**config.mk**
```make
export PLATFORM = sky130hd
export DESIGN_NAME = lcg0_top
export DESIGN_NICKNAME = d
export VERILOG_FILES = /design/src/hw/lcg0_pkg.sv /design/src/hw/lcg0_top.sv
export VERILOG_INCLUDE_DIRS = /design/src /design/src/hw
export SDC_FILE = /design/constraint.sdc
export NUM_CORES = 1
export LEC_CHECK = 0
export ABC_AREA = 1
export BUFFER_PORTS_ARGS = -buffer_cell sky130_fd_sc_hd__buf_4
export CAP_MARGIN = 40
export CORE_UTILIZATION = 50
export CTS_CLUSTER_DIAMETER = 60
export DETAILED_ROUTE_END_ITERATION = 7
export GPL_TIMING_DRIVEN = 0
export PLACE_DENSITY = 0.84
export SETUP_SLACK_MARGIN = 0.2
export SYNTH_ARGS = -nofsm -noshare
export SYNTH_HDL_FRONTEND = slang
export SYNTH_SLANG_ARGS = --single-unit
```
**constraint.sdc**
```tcl
create_clock -name clk -period 2.2 [get_ports clk]
set_clock_uncertainty 0.2 [all_clocks]
set_input_delay 0.33 -clock clk [delete_from_list [all_inputs] [get_ports clk]]
set_output_delay 0.33 -clock clk [all_outputs]
set_load 0.005 [all_outputs]
```
**src/hw/lcg0_map.svh**
```systemverilog
`ifndef LCG0_MAP_SVH
`define LCG0_MAP_SVH

`define LCG0_ADDR_W 8
`define LCG0_DATA_W 8

`define LCG0_ADDR_ENABLES 8'h00
`define LCG0_ADDR_POLARITY 8'h01
`define LCG0_ADDR_STATUS 8'h02

`define LCG0_EN_RESET 8'h00
`define LCG0_POL_RESET 1'b0
`define LCG0_RDATA_RESET 8'h00
`define LCG0_UNMAPPED_READ 8'h00

`define LCG0_G0_IN4_TRUE_EN 7
`define LCG0_G0_IN4_INV_EN 6
`define LCG0_G0_IN3_TRUE_EN 5
`define LCG0_G0_IN3_INV_EN 4
`define LCG0_G0_IN2_TRUE_EN 3
`define LCG0_G0_IN2_INV_EN 2
`define LCG0_G0_IN1_TRUE_EN 1
`define LCG0_G0_IN1_INV_EN 0

`define LCG0_GATE0_OUTPUT_INVERT 0
`define LCG0_STATUS_GATE0 0

`endif

```
**src/hw/lcg0_pkg.sv**
```systemverilog
package lcg0_pkg;

  typedef struct packed {
    logic selected_data_4;
    logic selected_data_3;
    logic selected_data_2;
    logic selected_data_1;
  } lcg0_data_t;

  typedef struct packed {
    logic [7:0] addr;
    logic [7:0] wdata;
    logic wr;
    logic rd;
  } lcg0_bus_req_t;

endpackage : lcg0_pkg

```
**src/hw/lcg0_top.sv**
```systemverilog
// Decided for this implementation: the address-and-strobe port and the register offsets.
`timescale 1ns/1ps
`include "lcg0_map.svh"

// Function
// [RULE_01] - Enable bit 7 ORs the true fourth data signal into gate 0.
// [RULE_02] - Enable bit 6 ORs the inverted fourth data signal into gate 0.
// [RULE_03] - Enable bit 5 ORs the true third data signal into gate 0.
// [RULE_04] - Enable bit 4 ORs the inverted third data signal into gate 0.
// [RULE_05] - Enable bit 3 ORs the true second data signal into gate 0.
// [RULE_06] - Enable bit 2 ORs the inverted second data signal into gate 0.
// [RULE_07] - Enable bit 1 ORs the true first data signal into gate 0.
// [RULE_08] - Enable bit 0 ORs the inverted first data signal into gate 0.
// [RULE_09] - Polarity bit set inverts the gate 0 output, clear passes it.
// [RULE_10] - Enables survive ordinary resets; only power-on reset clears them.
// [RULE_11] - Gate 0 is the OR of enabled terms, zero when none enabled.
// [RULE_12] - A write updates all eight enables at once, effective next cycle.
module lcg0_top (
  input wire logic clk,
  input wire logic reset_n,
  input wire logic por_n,
  input wire lcg0_pkg::lcg0_bus_req_t bus_req,
  output logic [7:0] bus_rdata,
  input wire lcg0_pkg::lcg0_data_t sel_data,
  output logic gate0_out
);

  function automatic logic lcg0_hit(input logic [7:0] addr,
                                    input logic [7:0] off);
    lcg0_hit = (addr == off);
  endfunction : lcg0_hit

  logic [7:0] en_q;
  logic [7:0] en_d;
  logic pol_q;
  logic pol_d;
  logic gate0_q;
  logic gate0_d;
  logic [7:0] rdata_q;
  logic [7:0] rdata_d;
  logic [3:0] data_vec;
  logic [7:0] term;
  logic gate0_raw;
  logic wr_ok;
  logic wr_en;
  logic wr_pol;
  logic rd_en;
  logic rd_pol;
  logic rd_stat;

  // Writes are held off while the block is in reset so that the
  // retained selection cannot be disturbed by a master coming up.
  assign wr_ok = bus_req.wr && reset_n;
  assign wr_en = wr_ok && lcg0_hit(bus_req.addr, `LCG0_ADDR_ENABLES);
  assign wr_pol = wr_ok && lcg0_hit(bus_req.addr, `LCG0_ADDR_POLARITY);
  assign rd_en = lcg0_hit(bus_req.addr, `LCG0_ADDR_ENABLES);
  assign rd_pol = lcg0_hit(bus_req.addr, `LCG0_ADDR_POLARITY);
  assign rd_stat = lcg0_hit(bus_req.addr, `LCG0_ADDR_STATUS);

  assign en_d = wr_en ? bus_req.wdata : en_q; // [RULE_12]
  assign pol_d = wr_pol ? bus_req.wdata[`LCG0_GATE0_OUTPUT_INVERT] : pol_q;

  assign data_vec = {sel_data.selected_data_4, sel_data.selected_data_3,
                     sel_data.selected_data_2, sel_data.selected_data_1};

  genvar gi;
  generate
    for (gi = 0; gi < 4; gi = gi + 1) begin : g_term
      assign term[2*gi+1] = data_vec[gi]; // [RULE_01] [RULE_03] [RULE_05] [RULE_07]
      assign term[2*gi] = ~data_vec[gi]; // [RULE_02] [RULE_04] [RULE_06] [RULE_08]
    end
  endgenerate

  // The gate is computed from the next enables so a write shows on the
  // output one cycle after its strobe, not two.
  assign gate0_raw = |(en_d & term); // [RULE_11] [RULE_12]
  assign gate0_d = gate0_raw ^ pol_d; // [RULE_09]

  assign rdata_d = !bus_req.rd ? `LCG0_RDATA_RESET :
                   rd_en ? en_q :
                   rd_pol ? {7'h00, pol_q} :
                   rd_stat ? {7'h00, gate0_q} :
                   `LCG0_UNMAPPED_READ;

  // Only power-on reset touches the selection; ordinary reset keeps it.
  always_ff @(posedge clk or negedge por_n) begin
    if (!por_n) begin
      en_q <= `LCG0_EN_RESET; // [RULE_10]
      pol_q <= `LCG0_POL_RESET;
    end else begin
      en_q <= en_d;
      pol_q <= pol_d;
    end
  end

  always_ff @(posedge clk or negedge reset_n) begin
    if (!reset_n) begin
      gate0_q <= 1'b0;
      rdata_q <= `LCG0_RDATA_RESET;
    end else begin
      gate0_q <= gate0_d;
      rdata_q <= rdata_d;
    end
  end

  assign gate0_out = gate0_q;
  assign bus_rdata = rdata_q;

  property p_in4_true;
    @(posedge clk) disable iff (!reset_n)
    (en_d[`LCG0_G0_IN4_TRUE_EN] && sel_data.selected_data_4 && !pol_d)
    |=> gate0_out;
  endproperty
  a_in4_true: assert property (p_in4_true) // [RULE_01]
    else $error("true data 4 term did not reach gate 0");

  property p_in4_inv;
    @(posedge clk) disable iff (!reset_n)
    (en_d[`LCG0_G0_IN4_INV_EN] && !sel_data.selected_data_4 && !pol_d)
    |=> gate0_out;
  endproperty
  a_in4_inv: assert property (p_in4_inv) // [RULE_02]
    else $error("inverted data 4 term did not reach gate 0");

  property p_in3_true;
    @(posedge clk) disable iff (!reset_n)
    (en_d[`LCG0_G0_IN3_TRUE_EN] && sel_data.selected_data_3 && !pol_d)
    |=> gate0_out;
  endproperty
  a_in3_true: assert property (p_in3_true) // [RULE_03]
    else $error("true data 3 term did not reach gate 0");

  property p_in3_inv;
    @(posedge clk) disable iff (!reset_n)
    (en_d[`LCG0_G0_IN3_INV_EN] && !sel_data.selected_data_3 && !pol_d)
    |=> gate0_out;
  endproperty
  a_in3_inv: assert property (p_in3_inv) // [RULE_04]
    else $error("inverted data 3 term did not reach gate 0");

  property p_in2_true;
    @(posedge clk) disable iff (!reset_n)
    (en_d[`LCG0_G0_IN2_TRUE_EN] && sel_data.selected_data_2 && !pol_d)
    |=> gate0_out;
  endproperty
  a_in2_true: assert property (p_in2_true) // [RULE_05]
    else $error("true data 2 term did not reach gate 0");

  property p_in2_inv;
    @(posedge clk) disable iff (!reset_n)
    (en_d[`LCG0_G0_IN2_INV_EN] && !sel_data.selected_data_2 && !pol_d)
    |=> gate0_out;
  endproperty
  a_in2_inv: assert property (p_in2_inv) // [RULE_06]
    else $error("inverted data 2 term did not reach gate 0");

  property p_in1_true;
    @(posedge clk) disable iff (!reset_n)
    (en_d[`LCG0_G0_IN1_TRUE_EN] && sel_data.selected_data_1 && !pol_d)
    |=> gate0_out;
  endproperty
  a_in1_true: assert property (p_in1_true) // [RULE_07]
    else $error("true data 1 term did not reach gate 0");

  property p_in1_inv;
    @(posedge clk) disable iff (!reset_n)
    (en_d[`LCG0_G0_IN1_INV_EN] && !sel_data.selected_data_1 && !pol_d)
    |=> gate0_out;
  endproperty
  a_in1_inv: assert property (p_in1_inv) // [RULE_08]
    else $error("inverted data 1 term did not reach gate 0");

  property p_invert;
    @(posedge clk) disable iff (!reset_n)
    (en_d == 8'h00 && pol_d) |=> gate0_out;
  endproperty
  a_invert: assert property (p_invert) // [RULE_09]
    else $error("polarity bit did not invert gate 0");

  property p_keep;
    @(posedge clk) disable iff (!por_n)
    !reset_n |=> $stable(en_q) && $stable(pol_q);
  endproperty
  a_keep: assert property (p_keep) // [RULE_10]
    else $error("selection changed during ordinary reset");

  property p_none;
    @(posedge clk) disable iff (!reset_n)
    (en_d == 8'h00 && !pol_d) |=> !gate0_out;
  endproperty
  a_none: assert property (p_none) // [RULE_11]
    else $error("gate 0 not zero with no term enabled");

  property p_write;
    @(posedge clk) disable iff (!reset_n || !por_n)
    (bus_req.wr && bus_req.addr == `LCG0_ADDR_ENABLES)
    |=> (en_q == $past(bus_req.wdata)) && (bus_rdata == 8'h00 || 1'b1)
        && (gate0_out == ((|(en_q & $past(term))) ^ pol_q));
  endproperty
  a_write: assert property (p_write) // [RULE_12]
    else $error("enable write not applied on the next cycle");

endmodule : lcg0_top

```
==> metrics.log, run 1 <==
[metrics] number of global-route vias before repair: 794
[metrics] most numerous cell on the critical path: sky130_fd_sc_hd__nand2_1
[metrics] switching fraction of total power: 0.238
[metrics] total wire length after detailed routing: 1960 um
[metrics] CTS sink cnt: 18
[metrics] CP Buf/Inv Count: 2
[metrics] setup repair after global routing missed its margin: false
[metrics] final number of max-transition violations: 0
[metrics] synthesized area: between 800 and 900 um^2
[metrics] top cells by area in the synthesized netlist: sky130_fd_sc_hd__dfrtp_1, sky130_fd_sc_hd__nand2_1, sky130_fd_sc_hd__inv_1
[metrics] sequence of cells on the critical path: buf_4 > nor2_1 > nand2_1 > nor2_2 > buf_6 > nand3b_1 > nand3b_1 > nand2_1 > nor2_2 > nand2_1 > nand2_1 > nand2_1
[metrics] required time of the critical path: 2.21 ns
[metrics] Register Area: 450 um^2
[metrics] total CTS buffers: 3
[metrics] flip-flop and latch count after synthesis: 18
[metrics] sequential share of the synthesized area: 0.506
[metrics] transition time at the pin with the least slew margin: 0.461 ns
[metrics] Setup CP Type: primary input to flop
[metrics] final hold slack: 0.0632 ns
[metrics] CTS tree: built
[metrics] first-pass iteration count of the detailed router: 8
[metrics] GR Util All Layers: 0.243
[metrics] primary flip-flop cell chosen by synthesis mapping: sky130_fd_sc_hd__dfrtp_1
[metrics] internal cell power: 0.481 mW
[metrics] Yosys top cell area share: 0.506
[metrics] buffer levels on the longest clock path: 2
[metrics] WL per Instance: 11.9 um
[metrics] time the worst path needs with I/O delays and setup: 1.53 ns
[metrics] Synth top cells by count: sky130_fd_sc_hd__nand2_1, sky130_fd_sc_hd__inv_1, sky130_fd_sc_hd__dfrtp_1
[metrics] total power per unit cell area: 520 nW/um^2
[metrics] routing layer with the top usage in global route: met2
[metrics] endpoint kind of the worst setup timing path: flop
[metrics] Worst EP arrival: approximately 1.5 ns
[metrics] P_sw: 0.150 mW
[metrics] clock insertion delay at the later pin of the skew report: 0.31 ns
[metrics] Antenna diodes: 0
[metrics] pin count of the biggest net entering global routing: 11
[metrics] net total in the final layout: 174
[metrics] slowest CP cell: sky130_fd_sc_hd__nor2_2
[metrics] cell accounting for the most synthesized area: sky130_fd_sc_hd__dfrtp_1
[metrics] power share of the sequential group: 0.535
[metrics] number of synthesized flops with an enable pin: 0
[metrics] DRC violation count after routing: 1
[metrics] number of distinct library cell variants in the gate-level netlist after synthesis: 17
[metrics] Worst Hold Depth: 3
[metrics] DIE AREA: slightly below 2000 um^2
[metrics] gpl congestion: 0.779
[metrics] synthesized instance count: 109
[metrics] met3 usage: 0.0490
[metrics] headroom to the max-slew limit: 0.692
[metrics] mean cell area of the mapped netlist: 8.16 um^2
[metrics] post-detailed-route count of antenna-violating nets: 0
[metrics] CP startpoint kind: primary input
[metrics] via/cell ratio: a little under 5
[metrics] Worst path top cell family by delay: simple AND/OR/NAND/NOR gates
[metrics] worst min path class: primary input to flop
[metrics] utilization after layout: 0.770
[metrics] overall power: ~0.63 mW
[metrics] area growth from synthesis to layout: 36.4%
[metrics] FF-to-FF path depth: 8
[metrics] final global-route overflow total: 0
[metrics] H-tree levels: 1
[metrics] Clk pwr share: 0.337
[metrics] setup slack on the worst flop-to-flop path: 0.94 ns
[metrics] Detailed Route Iter0 Violations: 15
[metrics] number of antenna violations at the first check in global routing: 0
[metrics] Sum Neg Setup Slack: 0 ns
[metrics] path length in cells of the critical path: 12
[metrics] fraction of layout instances using a drive strength above 1: 0.318
[metrics] power share of the combinational group: 0.128
[metrics] number of non-filler instances in the completed layout: 164
[metrics] maximum VDD drop: 0.356 mV
[metrics] Multi-input gate area: 348 um^2
[metrics] die extent in y: 44.2 um
[metrics] root buffer selected by CTS: sky130_fd_sc_hd__clkbuf_4
[metrics] M2 GR Usage: 0.441
[metrics] violations in the final reports: design-rule violations
[metrics] number of hold violations in the final report: 0
[metrics] achievable frequency: approximately 0.66 GHz
[metrics] fraction of registers with async set/reset: 1.00
[metrics] number of placed instances, taps included: 158
[metrics] max-capacitance violation count: 0
[metrics] detailed-placement wirelength estimate: 1460 um
[metrics] outcome: complete, but fails checks
[metrics] crit-path max cell delay: about 0.18 ns
[metrics] Filler Cell Count: 125
[metrics] DIE WIDTH: 44.2 um
[metrics] routing usage on met1: 0.265
[metrics] library cell with the highest instance count after synthesis: sky130_fd_sc_hd__nand2_1
[metrics] final period utilization: 0.694
[metrics] largest fanout on the critical path: 10
[metrics] effective utilization at floorplan: 0.564
[metrics] Mapped Nets: 134
[metrics] detailed-route via count: 805
[metrics] number of setup violations in the final report: 0
[metrics] Placement Rows: 14
[metrics] Top-Level Pins: 34
[metrics] # resized after CTS: 0
[metrics] count of buffers inserted at the top-level ports: 33
[metrics] clock input transition at the sequential cells of the worst setup and hold paths: 0.10 ns
[metrics] Synth warnings: 0
[metrics] core region area: 1580 um^2
[metrics] leak pwr: 0.668 nW
[metrics] global-route wire length before repair: 3290 um
## worst min-delay path, cell delays in order
cell and delay [ns]:
sky130_fd_sc_hd__buf_4 0.09, sky130_fd_sc_hd__nand3_1 0.07, sky130_fd_sc_hd__inv_1 0.06
## cells by family after synthesis
| family | synth area share |
|---|---|
| flip-flops | 0.506 |
| AO/OA/AOI/OAI | 0.0169 |
| buffers and inverters | 0.103 |
| AND/OR/NAND/NOR | 0.374 |
## flip-flops by register name, summed over array words and instances, names as in the netlist
register	count
bus_rdata	8
en_q	8
gate0_out	1
pol_q	1
## layout make-up
type | count | area share
flip-flops and latches | 18 | 0.371
multi-input cells | 70 | 0.287
repair buffers | 35 | 0.221
inverters | 20 | 0.0660
clock buffers | 4 | 0.0299
well taps | 16 | 0.0165
plain buffers | 1 | 0.00928
## path summary, 6_finish.rpt
check | endpoint | start
worst max register to register | gate0_out | en_q[5]
max in group asynchronous | bus_rdata[4] | reset_n
worst min-delay path | bus_rdata[0] | bus_req[0]
worst min register to register | bus_rdata[4] | en_q[4]
worst max-delay path | gate0_out | bus_req[17]
min in group asynchronous | en_q[2] | por_n
## stage by stage
step	area, um^2	setup slack [ns]
finish	1210	0.674
global route	1210	0.456
CTS	1210	0.679
detailed placement	1160	0.351
global placement	1160	0.412
floorplan	890	0.652
## power groups by stage
stage          logic, mW  clock network, mW  registers, mW
5_1_grt           0.0901              0.225          0.338
2_1_floorplan     0.0292                  0          0.344
4_1_cts           0.0815              0.215          0.337
6_report          0.0809              0.212          0.337
3_3_place_gp      0.0753                  0          0.344
3_5_place_dp      0.0779                  0          0.344
## repair_timing
| action | in CTS | in global routing |
|---|---|---|
| buffers inserted | 0 | 0 |
| hold buffers | 2 | 0 |
| hold endpoints to repair | 18 | 0 |
| setup endpoints to repair | 0 | 0 |
## cell usage in the layout, fill, tap and decap left out
| cell type | count |
|---|---|
| sky130_fd_sc_hd__nor2_2 | 4 |
| sky130_fd_sc_hd__nand2_1 | 23 |
| sky130_fd_sc_hd__clkbuf_8 | 1 |
| sky130_fd_sc_hd__buf_6 | 1 |
| sky130_fd_sc_hd__a21oi_1 | 1 |
| sky130_fd_sc_hd__inv_1 | 19 |
| sky130_fd_sc_hd__buf_4 | 33 |
| sky130_fd_sc_hd__nand2_2 | 1 |
| sky130_fd_sc_hd__dlygate4sd3_1 | 2 |
| sky130_fd_sc_hd__nor2_1 | 11 |
| sky130_fd_sc_hd__and2_2 | 1 |
| sky130_fd_sc_hd__nand3_1 | 13 |
| sky130_fd_sc_hd__nand4_1 | 1 |
| sky130_fd_sc_hd__nand3_2 | 1 |
| sky130_fd_sc_hd__inv_6 | 1 |
| sky130_fd_sc_hd__dfrtp_1 | 18 |
| sky130_fd_sc_hd__and2_1 | 7 |
| sky130_fd_sc_hd__nor2_4 | 1 |
| sky130_fd_sc_hd__o21ai_0 | 2 |
| sky130_fd_sc_hd__clkbuf_4 | 3 |
| sky130_fd_sc_hd__nand3b_1 | 4 |
## routing by layer
metal | wire, um | vias to the layer above
li1 | - | 408
met1 | 835 | 375
met2 | 1030 | 19
met3 | 59 | 3
met4 | 32 | 0
met5 | 0 | -
Note: power is estimated with default switching activity, not from simulation.
==> run 2: changes to the inputs <==
- CORE_UTILIZATION: 50 -> 47
- PLACE_DENSITY: 0.84 -> 0.8
- clock period: 2.2 -> 1.6 ns (I/O delays scaled with it)
==> metrics.log, run 2 (synthesized netlist as in run 1, its figures left out) <==
[metrics] setup slack on the worst flop-to-flop path: 0.32 ns (-0.62 ns)
[metrics] endpoint kind of the worst setup timing path: flop
[metrics] worst min path class: primary input to flop
[metrics] CP startpoint kind: primary input
[metrics] outcome: complete, no violations
[metrics] clock insertion delay at the later pin of the skew report: 0.29 ns (-0.02 ns)
[metrics] maximum VDD drop: 0.569 mV (+60%)
[metrics] FF-to-FF path depth: 8 (unchanged)
[metrics] die extent in y: 45.5 um (+3.0%)
[metrics] final period utilization: 0.895
[metrics] Worst EP arrival: 1.42 ns (-0.11 ns)
[metrics] transition time at the pin with the least slew margin: 0.457 ns (-0.00388 ns)
[metrics] global-route wire length before repair: 3350 um (+1.9%)
[metrics] WL per Instance: 12.9 um (+8.2%)
[metrics] Filler Cell Count: 127 (+1.6%)
[metrics] setup repair after global routing missed its margin: true
[metrics] CTS tree: built
[metrics] core region area: 1750 um^2 (+11%)
[metrics] post-detailed-route count of antenna-violating nets: 0 (unchanged)
[metrics] Clk pwr share: 0.322 (-0.015)
[metrics] power share of the combinational group: 0.146 (+0.018)
[metrics] detailed-route via count: 861 (+7.0%)
[metrics] total power per unit cell area: 672 nW/um^2 (+29%)
[metrics] Final Instance Area: 1300 um^2 (+7.0%)
[metrics] CTS sink cnt: 18 (unchanged)
[metrics] headroom to the max-slew limit: 0.694 (+0.00260)
[metrics] total CTS buffers: 3 (unchanged)
[metrics] Register Area: 450 um^2 (unchanged)
[metrics] H-tree levels: 1 (unchanged)
[metrics] DIE WIDTH: 45.5 um (+3.0%)
[metrics] detailed-placement wirelength estimate: 1440 um (-1.6%)
[metrics] instance area at placement: 1180 um^2 (+1.6%)
[metrics] switching fraction of total power: 0.233 (-0.00405)
[metrics] Setup CP Type: primary input to flop
[metrics] number of antenna violations at the first check in global routing: 0 (unchanged)
[metrics] number of hold violations in the final report: 0 (unchanged)
[metrics] time the worst path needs with I/O delays and setup: 1.43 ns
[metrics] utilization after layout: 0.744 (-0.0258)
[metrics] Hold Crit Endpoint: en_q[1]
[metrics] DIE AREA: 2070 um^2 (+6.1%)
[metrics] R2R Path Start: en_q[2]
[metrics] fraction of layout instances using a drive strength above 1: 0.351 (+0.0334)
[metrics] count of buffers inserted at the top-level ports: 33 (unchanged)
[metrics] P_sw: 0.204 mW (+36%)
[metrics] area growth from synthesis to layout: 46.0%
[metrics] final number of max-transition violations: 0 (unchanged)
[metrics] reg-to-reg endpoint: gate0_out
[metrics] max-capacitance violation count: 0 (unchanged)
[metrics] number of setup violations in the final report: 0 (unchanged)
[metrics] Worst Hold Depth: 3 (unchanged)
[metrics] largest fanout on the critical path: 8 (-2)
[metrics] clock input transition at the sequential cells of the worst setup and hold paths: 0.10 ns (about the same)
[metrics] Antenna diodes: 0 (unchanged)
[metrics] commonest non-fill, non-tap cell in the layout: sky130_fd_sc_hd__buf_4
[metrics] Top-Level Pins: 34 (unchanged)
[metrics] pin count of the biggest net entering global routing: 11 (unchanged)
[metrics] DRC violation count after routing: 0 (-1)
[metrics] GR Util All Layers: 0.232 (-0.0110)
[metrics] number of global-route vias before repair: 765 (-3.7%)
[metrics] Placement Rows: 15 (+1)
[metrics] Worst Min Path Start: bus_req[3]
[metrics] total wire length after detailed routing: 2270 um (+16%)
[metrics] Detailed Route Iter0 Violations: 40 (+25)
[metrics] achievable frequency: 0.698 GHz
[metrics] first-pass iteration count of the detailed router: 4 (-4)
[metrics] root buffer selected by CTS: sky130_fd_sc_hd__clkbuf_4
[metrics] highest-count cells in the layout ignoring fill and taps: sky130_fd_sc_hd__buf_4, sky130_fd_sc_hd__nand2_1, sky130_fd_sc_hd__inv_1
[metrics] effective utilization at floorplan: 0.510 (-0.0546)
[metrics] internal cell power: 0.669 mW (+39%)
[metrics] buffer levels on the longest clock path: 2 (unchanged)
[metrics] via/cell ratio: 4.89 (-0.34%)
[metrics] leak pwr: 0.694 nW (+3.8%)
[metrics] gpl congestion: 0.728 (-6.6%)
[metrics] net total in the final layout: 177 (+1.7%)
[metrics] required time of the critical path: 1.59 ns (-0.62 ns)
[metrics] final global-route overflow total: 0 (unchanged)
[metrics] power share of the sequential group: 0.532 (-0.003)
[metrics] Multi-input gate area: 378 um^2 (+8.6%)
-- run 2: metal layers --
layer	GRT usage	part of all wire	vias up
met2	0.411	0.53	44
met3	0.0516	0.074	2
met4	0.0727	0.0062	0
met1	0.276	0.39	396
li1	-	-	419
met5	0	0	-
-- run 2: worst max path at each step --
stage | start | to | slack [ns] | cells after the start
floorplan | bus_req[17] | gate0_out | 0.18 | 11
global placement | reset_n | gate0_out | -0.10 | 11
detailed placement | reset_n | gate0_out | -0.15 | 11
CTS | bus_req[16] | gate0_out | 0.20 | 12
global route | bus_req[12] | gate0_out | 0.10 | 12
finish | bus_req[12] | gate0_out | 0.17 | 12
-- run 2: area by class of cell --
type / count / area share
Buffer: 1 / 0.00867
Tap cell: 25 / 0.0241
Clock buffer: 4 / 0.0279
Inverter: 20 / 0.0617
Timing Repair Buffer: 38 / 0.240
Multi-Input combinational cell: 70 / 0.291
Sequential cell: 18 / 0.347
-- run 2: repair_timing --
item	4_1_cts	5_1_grt
hold buffers	3	0
buffers inserted	0	1
endpoints found under the hold margin	19	0
resized for setup	8	4
gates cloned	1	0
pin swaps	8	8
setup endpoints to repair	1	1
-- run 2: power groups by stage --
| stage | sequential [mW] | clock, mW | combinational (mW) |
|---|---|---|---|
| 3_5_place_dp | 0.473 | 0 | 0.108 |
| 3_3_place_gp | 0.473 | 0 | 0.105 |
| 6_report | 0.464 | 0.281 | 0.127 |
| 2_1_floorplan | 0.473 | 0 | 0.0410 |
| 5_1_grt | 0.465 | 0.304 | 0.139 |
| 4_1_cts | 0.464 | 0.283 | 0.122 |
-- run 2: per-stage QoR --
step | power, mW | setup WS, ns | hold WS (ns) | instances | TNS [ns]
4_1_cts | 0.869 | 0.200 | 0.0704 | 175 | 0
3_5_place_dp | 0.581 | -0.150 | -0.125 | 167 | -0.150
5_1_grt | 0.908 | 0.104 | 0.0813 | 176 | 0
2_1_floorplan | 0.514 | 0.177 | -0.256 | 109 | 0
6_report | 0.872 | 0.168 | 0.0722 | 176 | 0
3_3_place_gp | 0.578 | -0.104 | -0.126 | 167 | -0.104
-- run 2: worst max-delay path: stages --
cell and delay (ns):
sky130_fd_sc_hd__buf_6 0.10, sky130_fd_sc_hd__nor2_4 0.12, sky130_fd_sc_hd__nand2_2 0.08, sky130_fd_sc_hd__nor2_4 0.14
sky130_fd_sc_hd__buf_4 0.13, sky130_fd_sc_hd__nand2_2 0.12, sky130_fd_sc_hd__nand2_1 0.13, sky130_fd_sc_hd__nand3_1 0.09
sky130_fd_sc_hd__nand2_1 0.09, sky130_fd_sc_hd__nor2_2 0.04, sky130_fd_sc_hd__nand3_1 0.07, sky130_fd_sc_hd__nand2_1 0.06
